## src/pkg/nfh_pkg.sv

```systemverilog
package nfh_pkg;

  // Host-side timing figures in nanoseconds; the clock runs at 20 MHz.
  localparam int CLK_PERIOD_NS        = 50;
  localparam int RESET_PULSE_MIN_NS   = 200;  // Reset pulse minimum.
  localparam int RESET_TO_SELECT_NS   = 200;  // Reset release to chip select.
  localparam int RESET_TO_STROBE_NS   = 200;  // Reset release to write strobe.
  localparam int ACCESS_NS            = 100;  // Read access wait.
  localparam int STROBE_LOW_NS        = 100;  // Write strobe low width.
  localparam int SETUP_NS             = 50;   // Address setup and recovery.

  // Least times round up to whole cycles.
  localparam int RESET_PULSE_CYC  = (RESET_PULSE_MIN_NS + CLK_PERIOD_NS - 1) / CLK_PERIOD_NS;
  localparam int RECOVERY_NS      = (RESET_TO_SELECT_NS > RESET_TO_STROBE_NS) ?
                                    RESET_TO_SELECT_NS : RESET_TO_STROBE_NS;
  localparam int RECOVERY_CYC     = (RECOVERY_NS + CLK_PERIOD_NS - 1) / CLK_PERIOD_NS;
  localparam int ACCESS_CYC       = (ACCESS_NS + CLK_PERIOD_NS - 1) / CLK_PERIOD_NS;
  localparam int STROBE_CYC       = (STROBE_LOW_NS + CLK_PERIOD_NS - 1) / CLK_PERIOD_NS;
  localparam int SETUP_CYC        = (SETUP_NS + CLK_PERIOD_NS - 1) / CLK_PERIOD_NS;

  localparam int CNT_W            = 8;
  localparam int ADDR_W           = 26;
  localparam int DATA_W           = 16;
  localparam int LOW_BYTE_W       = 8;
  localparam int TOP_BIT          = 15;

  // Host request carried as one packed group.
  typedef struct packed {
    logic              write;
    logic [ADDR_W-1:0] addr;
    logic [DATA_W-1:0] wdata;
  } nfh_req_t;

  typedef enum logic [2:0] {
    NFH_RESET, NFH_RECOVER, NFH_IDLE, NFH_SETUP, NFH_ACCESS, NFH_STROBE, NFH_HOLD
  } nfh_state_t;

endpackage : nfh_pkg

```

## src/core/nfh_host.sv

```systemverilog
`timescale 1ns/1ns
module nfh_host
  import nfh_pkg::*;
#(
  parameter int ADDR_WIDTH = ADDR_W
) (
  input  wire logic                  clk_i,
  input  wire logic                  rst_n_i,
  input  wire logic                  req_valid_i,
  input  wire nfh_req_t              req_i,
  input  wire logic                  byte_mode_i,
  input  wire logic                  status_read_i,
  output logic                       req_ready_o,
  output logic                       rdata_valid_o,
  output logic [DATA_W-1:0]          rdata_o,
  output logic                       dev_busy_o,
  output logic                       flash_rst_n_o,
  output logic                       chip_sel_n_o,
  output logic                       out_en_n_o,
  output logic                       wr_strobe_n_o,
  output logic                       width_sel_o,
  output logic [ADDR_WIDTH-1:0]      addr_o,
  output logic [DATA_W-1:0]          dq_o,
  output logic [DATA_W-1:0]          dq_oe_o,
  input  wire logic [DATA_W-1:0]     dq_i,
  input  wire logic                  op_done_flag_i
);

  nfh_state_t        state_ff;
  logic [CNT_W-1:0]  cnt_ff;
  logic              wr_ff;
  logic              stat_ff;
  logic              mode_ff;
  logic [DATA_W-1:0] dq_s1_ff;
  logic [DATA_W-1:0] dq_s2_ff;
  logic              busy_s1_ff;
  logic              busy_s2_ff;

  // Pin inputs pass two flops before any logic reads them.
  always_ff @(posedge clk_i or negedge rst_n_i) begin
    if (!rst_n_i) begin
      dq_s1_ff   <= '0;
      dq_s2_ff   <= '0;
      busy_s1_ff <= 1'b1;
      busy_s2_ff <= 1'b1;
    end else begin
      dq_s1_ff   <= dq_i;
      dq_s2_ff   <= dq_s1_ff;
      busy_s1_ff <= op_done_flag_i;
      busy_s2_ff <= busy_s1_ff;
    end
  end

  // A wired-or line low means some device is still working.
  always_ff @(posedge clk_i or negedge rst_n_i) begin
    if (!rst_n_i) begin
      dev_busy_o <= 1'b0;
    end else begin
      dev_busy_o <= !busy_s2_ff;
    end
  end

  // Bus sequencer; each phase holds for its cycle count.
  always_ff @(posedge clk_i or negedge rst_n_i) begin
    if (!rst_n_i) begin
      state_ff      <= NFH_RESET;
      cnt_ff        <= '0;
      wr_ff         <= 1'b0;
      stat_ff       <= 1'b0;
      mode_ff       <= 1'b0;
      req_ready_o   <= 1'b0;
      rdata_valid_o <= 1'b0;
      rdata_o       <= '0;
      flash_rst_n_o <= 1'b0;
      chip_sel_n_o  <= 1'b1;
      out_en_n_o    <= 1'b1;
      wr_strobe_n_o <= 1'b1;
      width_sel_o   <= 1'b0;
      addr_o        <= '0;
      dq_o          <= '0;
      dq_oe_o       <= '0;
    end else begin
      rdata_valid_o <= 1'b0;
      case (state_ff)
        NFH_RESET: begin
          // The flash reset pin is held low for the full minimum pulse.
          flash_rst_n_o <= 1'b0;
          if (cnt_ff >= CNT_W'(RESET_PULSE_CYC - 1)) begin
            cnt_ff        <= '0;
            flash_rst_n_o <= 1'b1;
            state_ff      <= NFH_RECOVER;
          end else begin
            cnt_ff <= cnt_ff + 1'b1;
          end
        end
        NFH_RECOVER: begin
          // The longer of both recovery times passes before any access.
          if (cnt_ff >= CNT_W'(RECOVERY_CYC - 1)) begin
            cnt_ff      <= '0;
            req_ready_o <= 1'b1;
            state_ff    <= NFH_IDLE;
          end else begin
            cnt_ff <= cnt_ff + 1'b1;
          end
        end
        NFH_IDLE: begin
          if (req_valid_i) begin
            req_ready_o <= 1'b0;
            wr_ff       <= req_i.write;
            stat_ff     <= status_read_i;
            mode_ff     <= byte_mode_i;
            // Width select is latched per transfer so it cannot move mid-write.
            width_sel_o <= !byte_mode_i;
            addr_o      <= req_i.addr[ADDR_WIDTH-1:0];
            dq_o        <= req_i.wdata;
            // In byte mode the top pin becomes the lowest address bit.
            if (byte_mode_i) begin
              dq_o[TOP_BIT] <= req_i.addr[0];
              addr_o        <= {1'b0, req_i.addr[ADDR_WIDTH-1:1]};
            end
            // Writes drive the low byte; upper data only in word mode.
            dq_oe_o <= req_i.write ? (byte_mode_i ? 16'h80ff : 16'hffff)
                                   : (byte_mode_i ? 16'h8000 : 16'h0000);
            chip_sel_n_o <= 1'b0;
            cnt_ff       <= '0;
            state_ff     <= NFH_SETUP;
          end
        end
        NFH_SETUP: begin
          // Output enable stays high through a write; strobe falls after setup.
          if (wr_ff) begin
            out_en_n_o    <= 1'b1;
            wr_strobe_n_o <= 1'b0;
            state_ff      <= NFH_STROBE;
          end else begin
            out_en_n_o    <= 1'b0;
            wr_strobe_n_o <= 1'b1;
            state_ff      <= NFH_ACCESS;
          end
          cnt_ff <= '0;
        end
        NFH_ACCESS: begin
          // Wait access plus two synchroniser cycles before sampling.
          if (cnt_ff >= CNT_W'(ACCESS_CYC + 1)) begin
            rdata_valid_o <= 1'b1;
            rdata_o       <= dq_s2_ff;
            // Upper lines carry nothing in byte mode or in polling status.
            if (mode_ff || stat_ff) begin
              rdata_o[DATA_W-1:LOW_BYTE_W] <= '0;
            end
            out_en_n_o   <= 1'b1;
            chip_sel_n_o <= 1'b1;
            cnt_ff       <= '0;
            state_ff     <= NFH_HOLD;
          end else begin
            cnt_ff <= cnt_ff + 1'b1;
          end
        end
        NFH_STROBE: begin
          // Data is stable across the rising strobe edge that latches it.
          if (cnt_ff >= CNT_W'(STROBE_CYC - 1)) begin
            wr_strobe_n_o <= 1'b1;
            cnt_ff        <= '0;
            state_ff      <= NFH_HOLD;
          end else begin
            cnt_ff <= cnt_ff + 1'b1;
          end
        end
        NFH_HOLD: begin
          // Release data, and select after a write, one cycle after the closing edge.
          chip_sel_n_o <= 1'b1;
          if (cnt_ff >= CNT_W'(SETUP_CYC - 1)) begin
            dq_oe_o     <= '0;
            req_ready_o <= 1'b1;
            cnt_ff      <= '0;
            state_ff    <= NFH_IDLE;
          end else begin
            cnt_ff <= cnt_ff + 1'b1;
          end
        end
        default: begin
          state_ff <= NFH_RESET;
        end
      endcase
    end
  end
endmodule : nfh_host

```

## config.mk

```make
export PLATFORM = sky130hd
export DESIGN_NAME = nfh_host
export DESIGN_NICKNAME = d
export VERILOG_FILES = /design/src/pkg/nfh_pkg.sv /design/src/core/nfh_host.sv
export SDC_FILE = /design/constraint.sdc
export NUM_CORES = 1
export LEC_CHECK = 0
export BUFFER_PORTS_ARGS = -buffer_cell sky130_fd_sc_hd__buf_2
export CORE_ASPECT_RATIO = 0.75
export CORE_MARGIN = 5
export CORE_UTILIZATION = 45
export CTS_CLUSTER_DIAMETER = 80
export CTS_CLUSTER_SIZE = 40
export DETAILED_ROUTE_END_ITERATION = 7
export GPL_ROUTABILITY_DRIVEN = 0
export PLACE_DENSITY = 0.8
export SLEW_MARGIN = 20
export SYNTH_ARGS = -nofsm -noshare
export SYNTH_HDL_FRONTEND = slang
export SYNTH_SLANG_ARGS = --single-unit
```

## constraint.sdc

```tcl
create_clock -name clk_i -period 2.29 [get_ports clk_i]
set_input_delay 0.458 -clock clk_i [delete_from_list [all_inputs] [get_ports clk_i]]
set_output_delay 0.458 -clock clk_i [all_outputs]
set_load 0.005 [all_outputs]
```

==> out/metrics.csv, run 1 <==
metric;value;unit
synth_seq_area_share;0.651;
cts_tree;done;
maxCapViolCount;0;
reg2reg_to;rdata_o[7];
crit_chain;nor4_4, nand2_2, o21ai_4, inv_6, mux2_4;
clkTransAtPathRegs;0.05;ns
routed_wl;9880;um
viasPerCell;4.81;
synth_top_area_share;0.622;
peakVddDrop;0.582;mV
maxSlewViolCount;0;
tns;0;ns
cts_sinks;117;
ys_async_sr_fraction;1.00;
clk_latency;0.40;ns
path_max_fanout;10;
antenna_found_initial;0;
yosys.area_share.simple;0.125;
synth_seq_cells;117;
cp_slowest_cell;dfrtp_1;
post_drt_wl_per_cell;14.9;um
hold_viol_final;0;
ff2ff_path_depth;5;
synth_fa_ha_area_frac;0.00833;
yosysWarnings;0;
ys_types;41;
drc_errors;0;
synth_flop_cell;dfrtp_1;
die_w;126;um
root_buffer;clkbuf_16;
synth_area_leaders;dfrtp_1, nand2_1, mux2i_1;
vias;3196;
cts.path.max_buffers;2;
rsz0062_at_grt;false;
cts_max_level;4;
area_growth;32.4;%
syn_nets;445;
synth_top_family_by_area;simple AND/OR/NAND/NOR gates;
fmaxAchievable;562;MHz
timing_worst_setup_path_type;reg2reg;
nets;587;
synth_compound_area_frac;0.0783;
cp.required;2.56;ns
rows;31;
die-height;96.7;um
initial_core_util;0.463;
min_path_type;in2async;
dieArea;0.0121;mm^2
powerDensity;1310;mW/mm^2
cts_made_buffers;17;
grt_pass1_vias;3333;
postSynthCellCount;377;
postSynthAreaPerCell;12.0;um^2
worst_slack;0.512;ns
grt_pass1_wl;16600;um
netlist_area;0.00451;mm^2
dpl_worst_slack;0.520;ns
grt.overflow.total;0;
first_iter_violations;199;
nFillCells;796;
critPathLaunchType;register;
core_area;0.00974;mm^2
finalSetupViolCount;0;
p_leak;3.14;nW
synth_edf_count;0;
track_usage;0.171;
synthMuxAreaShare;0.0916;
worstSetupEndpointType;register;
cts_resized;0;
crit_path_max_incr_delay;0.40;ns
postCtsHoldBufs;0;
synth_xor_xnor_area_share;0;
r2r_setup_slack;0.51;ns
layout_worst_path_cycle_share;0.776;
crit_family;simple AND/OR/NAND/NOR gates;
fin_crit;1.78;ns
postCtsSetupRepairBufs;0;
insertedDiodeCount;0;
drive_gt1_frac;0.391;
first_pass_iters;4;
crit_buf_inv;1;
maxSlewHeadroom;0.609;
port_buffers;146;
boundaryPins;147;
drtAntennaViolNets;0;
status;completed;
hpwl;7000;um
arrival;2.05;ns
worst_pin_slew;0.584;ns
yosys.area.top_type;dfrtp_1;
grt_max_degree;76;
rr_startpoint;cnt_ff[5];
fin_worst_skew;0.0129;ns
-- area by class of cell --
cell class	instances	area (um^2)	area share
timing repair buffer	153	836	0.140
clock buffer	23	478	0.0801
sequential	117	2930	0.492
clock inverter	9	151	0.0254
tap	132	165	0.0277
inverter	8	35.0	0.00587
multi-input combinational	222	1370	0.229
-- registers in the layout, indices dropped and copies added (netlist names), 3 cells and up --
| name | count |
|---|---|
| dq_oe_o | 3 |
| state_ff | 3 |
| dq_o | 16 |
| rdata_o | 16 |
| dq_s1_ff | 16 |
| dq_s2_ff | 16 |
| addr_o | 26 |
| cnt_ff | 8 |
-- layout by cell type, fill, tap and decap left out, types with 2 or more instances in the layout --
cell	count
bufinv_16	4
ha_1	3
buf_4	4
clkbuf_8	3
clkinv_2	3
buf_12	4
nand3_1	8
dfrtp_1	112
clkbuf_16	17
mux2i_1	27
mux2_4	8
nand2_1	88
mux2_2	2
or2_2	2
nor3_1	3
dfstp_2	5
inv_1	7
nor2_1	8
and3_2	2
and2_1	4
a22o_1	2
buf_2	145
a21oi_1	4
clkbuf_1	3
o2bb2ai_1	8
nand3b_1	3
nor2b_1	3
o21ai_0	31
-- report_power, final --
part	leakage [nW]	switching (W)	internal, W	total (W)
combinational	1.38	0.000957	0.000964	0.00192
clock	0.307	0.000866	0.00190	0.00277
sequential	1.45	0.000436	0.00271	0.00315
-- cells in the mapped netlist, types with 2 or more instances --
| cell | count |
|---|---|
| nor2b_1 | 3 |
| nand2_1 | 88 |
| nand3b_1 | 3 |
| buf_4 | 13 |
| clkbuf_1 | 11 |
| a21oi_1 | 4 |
| ha_1 | 3 |
| nand3_1 | 8 |
| dfstp_2 | 5 |
| nor3_1 | 3 |
| mux2i_1 | 27 |
| and2_1 | 4 |
| a22o_1 | 2 |
| mux2_4 | 8 |
| o21ai_0 | 31 |
| buf_2 | 6 |
| o2bb2ai_1 | 8 |
| inv_1 | 7 |
| and3_2 | 2 |
| nor2_1 | 8 |
| mux2_2 | 2 |
| dfrtp_1 | 112 |
-- metrics by stage --
step	hold WS [ns]	instances	area (um^2)	util	power [W]
6_report	0.0468	664	5970	0.613	0.00783
5_1_grt	0.0567	664	5970	0.613	0.00835
4_1_cts	0.0390	664	5970	0.613	0.00795
3_5_place_dp	0.336	632	5340	0.548	0.00512
3_3_place_gp	0.333	632	5340	0.548	0.00501
2_1_floorplan	0.162	377	4510	-	0.00421
-- cell families (layout without fill, tap and decap cells) --
family / count (synthesis) / in the layout
AO/OA/AOI/OAI: 55 / 55
adder cells (fa/ha/maj): 3 / 3
buffers and inverters: 38 / 193
flip-flops: 117 / 117
multiplexers: 37 / 37
AND/OR/NAND/NOR: 127 / 127
-- worst max path at each step --
stage / from / to / slack [ns] / cells after the start
after floorplan: cnt_ff[5] / state_ff[0] / 0.69 / 4
after global placement: cnt_ff[5] / rdata_o[7] / 0.60 / 5
after detailed placement: cnt_ff[5] / rdata_o[7] / 0.52 / 5
after CTS: cnt_ff[5] / rdata_o[7] / 0.51 / 5
after global routing: state_ff[0] / dq_o[15] / 0.35 / 4
final: cnt_ff[5] / rdata_o[7] / 0.51 / 5
-- worst reg2reg max path: cells and delay by family, from the launching register on --
kind | cells | cell delay, ns
buffers and inverters | 1 | 0.12
flip-flops | 1 | 0.40
AND/OR/NAND/NOR | 2 | 0.44
AO/OA/AOI/OAI | 1 | 0.36
multiplexers | 1 | 0.33
-- layer usage --
metal,track usage,part of all wire,vias to the layer above
li1,-,-,1539
met1,0.219,0.43,1518
met2,0.265,0.47,132
met3,0.0716,0.092,7
met4,0.0558,0.0076,0
met5,0,0,-
Note: power is estimated with default switching activity, not from simulation.
==> run 2: changes to the inputs <==
--- a/config.mk
+++ b/config.mk
@@ -5,6 +5,7 @@
 export SDC_FILE = /design/constraint.sdc
 export NUM_CORES = 1
 export LEC_CHECK = 0
+export ABC_AREA = 1
 export BUFFER_PORTS_ARGS = -buffer_cell sky130_fd_sc_hd__buf_2
 export CORE_ASPECT_RATIO = 0.75
 export CORE_MARGIN = 5
@@ -13,7 +14,7 @@
 export CTS_CLUSTER_SIZE = 40
 export DETAILED_ROUTE_END_ITERATION = 7
 export GPL_ROUTABILITY_DRIVEN = 0
-export PLACE_DENSITY = 0.8
+export PLACE_DENSITY = 0.83
 export SLEW_MARGIN = 20
 export SYNTH_ARGS = -nofsm -noshare
 export SYNTH_HDL_FRONTEND = slang
==> constraint.sdc (replaced) <==
create_clock -name clk_i -period 1.55 [get_ports clk_i]
set_input_delay 0.31 -clock clk_i [delete_from_list [all_inputs] [get_ports clk_i]]
set_output_delay 0.31 -clock clk_i [all_outputs]
set_load 0.005 [all_outputs]
==> run 2 against run 1 <==
Via count increased by 13%. Design area grew 4.7%. Total power grew 50%. Combinational power rose by 69%. Non-clock buffer count rose by 20. Sequential power increased by 47%. Core utilization is 0.38 points higher. Synthesized cell count is 20% higher. Sequential cell count is the same. Final cell count increased by 15%. Routed wire length up 10%. Largest power group unchanged.
==> out/metrics.csv, run 2 <==
metric;value;unit
holdPathStages;1;
cts.path.max_buffers;2;
r2r_setup_slack;0.08;ns
hpwl;7710;um
synthMuxAreaShare;0;
timing_worst_setup_path_type;reg2reg;
ys_async_sr_fraction;1.00;
status;completed;
die_w;127;um
fin_worst_skew;0.0141;ns
crit_buf_inv;2;
synth_fa_ha_area_frac;0.00815;
layout_worst_path_cycle_share;0.949;
ys_types;30;
root_buffer;clkbuf_16;
cp.required;1.89;ns
worst_slack;0.0783;ns
fmaxAchievable;679;MHz
maxSlewViolCount;0;
synth_flop_cell;dfrtp_1;
grt_pass1_vias;3696;
dieArea;0.0124;mm^2
synth_top_area_share;0.608;
dp_cells;719;
p_comb_frac;0.275;
largest_reg_flops;26;
drtAntennaViolNets;0;
first_pass_iters;4;
clk_latency;0.41;ns
cp_slowest_cell;dfrtp_2;
netlist_area;0.00461;mm^2
p_clk_frac;0.331;
fin_crit;1.47;ns
p_leak;3.38;nW
synth_xor_xnor_area_share;0.00190;
antenna_found_initial;1;
cp.depth;8;
port_buffers;146;
area_growth;35.6;%
synth_compound_area_frac;0.0296;
routed_wl;10900;um
core_area;0.0101;mm^2
finalSetupViolCount;0;
switching_share;0.315;
crit_path_max_incr_delay;0.43;ns
worst_pin_slew;0.381;ns
synth_edf_count;0;
grt_pass1_wl;17700;um
path_max_fanout;13;
top_register;addr_o;
final_common_cell;nand2_1;
min_path_type;in2reg;
arrival;1.81;ns
insertedDiodeCount;0;
postSynthCellCount;451;
hold_viol_final;0;
critPathLaunchType;register;
cts_max_level;4;
synth_top_family_by_area;simple AND/OR/NAND/NOR gates;
ff2ff_path_depth;8;
yosys.area_share.simple;0.260;
clkTransAtPathRegs;0.05;ns
postSynthAreaPerCell;10.2;um^2
sequentialPowerShare;0.394;
fin_cells;765;
yosysWarnings;0;
crit_chain;inv_2, nand2_4, nor2_4, nand2_4, nor2_4, clkbuf_16, nand2_1, nand3_2;
nets;684;
syn_nets;519;
maxCapViolCount;0;
powerDensity;1880;mW/mm^2
first_iter_violations;252;
initial_core_util;0.455;
cts_tree;done;
yosys.area.top_type;dfrtp_1;
vias;3604;
yosysMostFrequentCell;nand2_1;
p_int;0.00805;W
dpl_worst_slack;0.0257;ns
drc_errors;0;
synth_seq_area_share;0.637;
worstSetupEndpointType;register;
grt.overflow.total;0;
boundaryPins;147;
p_sw;0.00370;W
cts_made_buffers;17;
crit_family;simple AND/OR/NAND/NOR gates;
track_usage;0.181;
nFillCells;804;
synth_seq_cells;117;
die-height;97.6;um
drive_gt1_frac;0.407;
synth_area_leaders;dfrtp_1, nand2_1, nand3_2;
maxSlewHeadroom;0.746;
peakVddDrop;0.992;mV
viasPerCell;4.71;
cts_sinks;117;
post_drt_wl_per_cell;14.2;um
rows;32;
layout_common_cells;nand2_1, buf_2, dfrtp_1;
grt_max_degree;37;
synth_commonest_cells;nand2_1, dfrtp_1, nand2_2, nand3_2, inv_1;
-- run 2: path summary, 6_finish.rpt --
kind	start	end
setup reg to reg	state_ff[0]	addr_o[9]
min in group asynchronous	rst_n_i	dq_s1_ff[15]
setup / recovery	state_ff[0]	addr_o[9]
hold reg to reg	dq_s1_ff[9]	dq_s2_ff[9]
max in group asynchronous	rst_n_i	rdata_o[6]
hold / removal	dq_i[14]	dq_s1_ff[14]
-- run 2: layer usage --
| layer | vias to the layer above | global-route usage | wire, um |
|---|---|---|---|
| met2 | 137 | 0.280 | 5270 |
| met4 | 2 | 0.0495 | 55 |
| met3 | 6 | 0.0687 | 854 |
| met1 | 1729 | 0.239 | 4690 |
| li1 | 1730 | - | - |
| met5 | - | 0 | 7 |
-- run 2: worst reg2reg max path, stage by stage (launching register included) --
cell,delay (ns)
dfrtp_2,0.43
inv_2,0.09
nand2_4,0.08
nor2_4,0.16
nand2_4,0.09
nor2_4,0.22
clkbuf_16,0.21
nand2_1,0.07
nand3_2,0.07
-- run 2: through the flow --
stage	area [um^2]	utilization	power, W	TNS (ns)	hold slack [ns]
floorplan	4610	-	0.00642	0	0.0144
global placement	5460	0.539	0.00763	0	0.246
detailed placement	5460	0.539	0.00780	0	0.254
CTS	6140	0.607	0.0118	0	0.00105
global route	6250	0.617	0.0125	-0.0902	0.00220
finish	6250	0.617	0.0117	0	0.0218
-- run 2: final cells by class --
type	instances	area (um^2)	share of cell area
repair buffers	173	1060	0.169
inverters	22	85.1	0.0136
multi-input cells	285	1400	0.224
clock buffers	19	453	0.0725
flip-flops and latches	117	2940	0.470
clock inverters	13	146	0.0234
well taps	136	170	0.0272
-- run 2: kinds of logic after synthesis --
| family | Yosys count |
|---|---|
| flops | 117 |
| buf+inv | 49 |
| compound gates | 25 |
| xor+xnor | 1 |
| fa+ha+maj | 3 |
| simple gates | 256 |
-- run 2: power groups by stage --
stage,combinational (W),clock [W],sequential [W]
after floorplan,0.00180,0,0.00462
after detailed placement,0.00316,0,0.00465
after global routing,0.00364,0.00413,0.00476
after global placement,0.00302,0,0.00461
after CTS,0.00319,0.00397,0.00463
final,0.00324,0.00389,0.00463
-- run 2: timing repair --
item | in CTS | in global routing
hold buffers | 8 | 1
setup endpoints to repair | 2 | 22
buffers inserted | 0 | 3
endpoints found under the hold margin | 29 | 1
pin swaps | 0 | 4
gates resized for setup | 1 | 8
cloned | 0 | 2
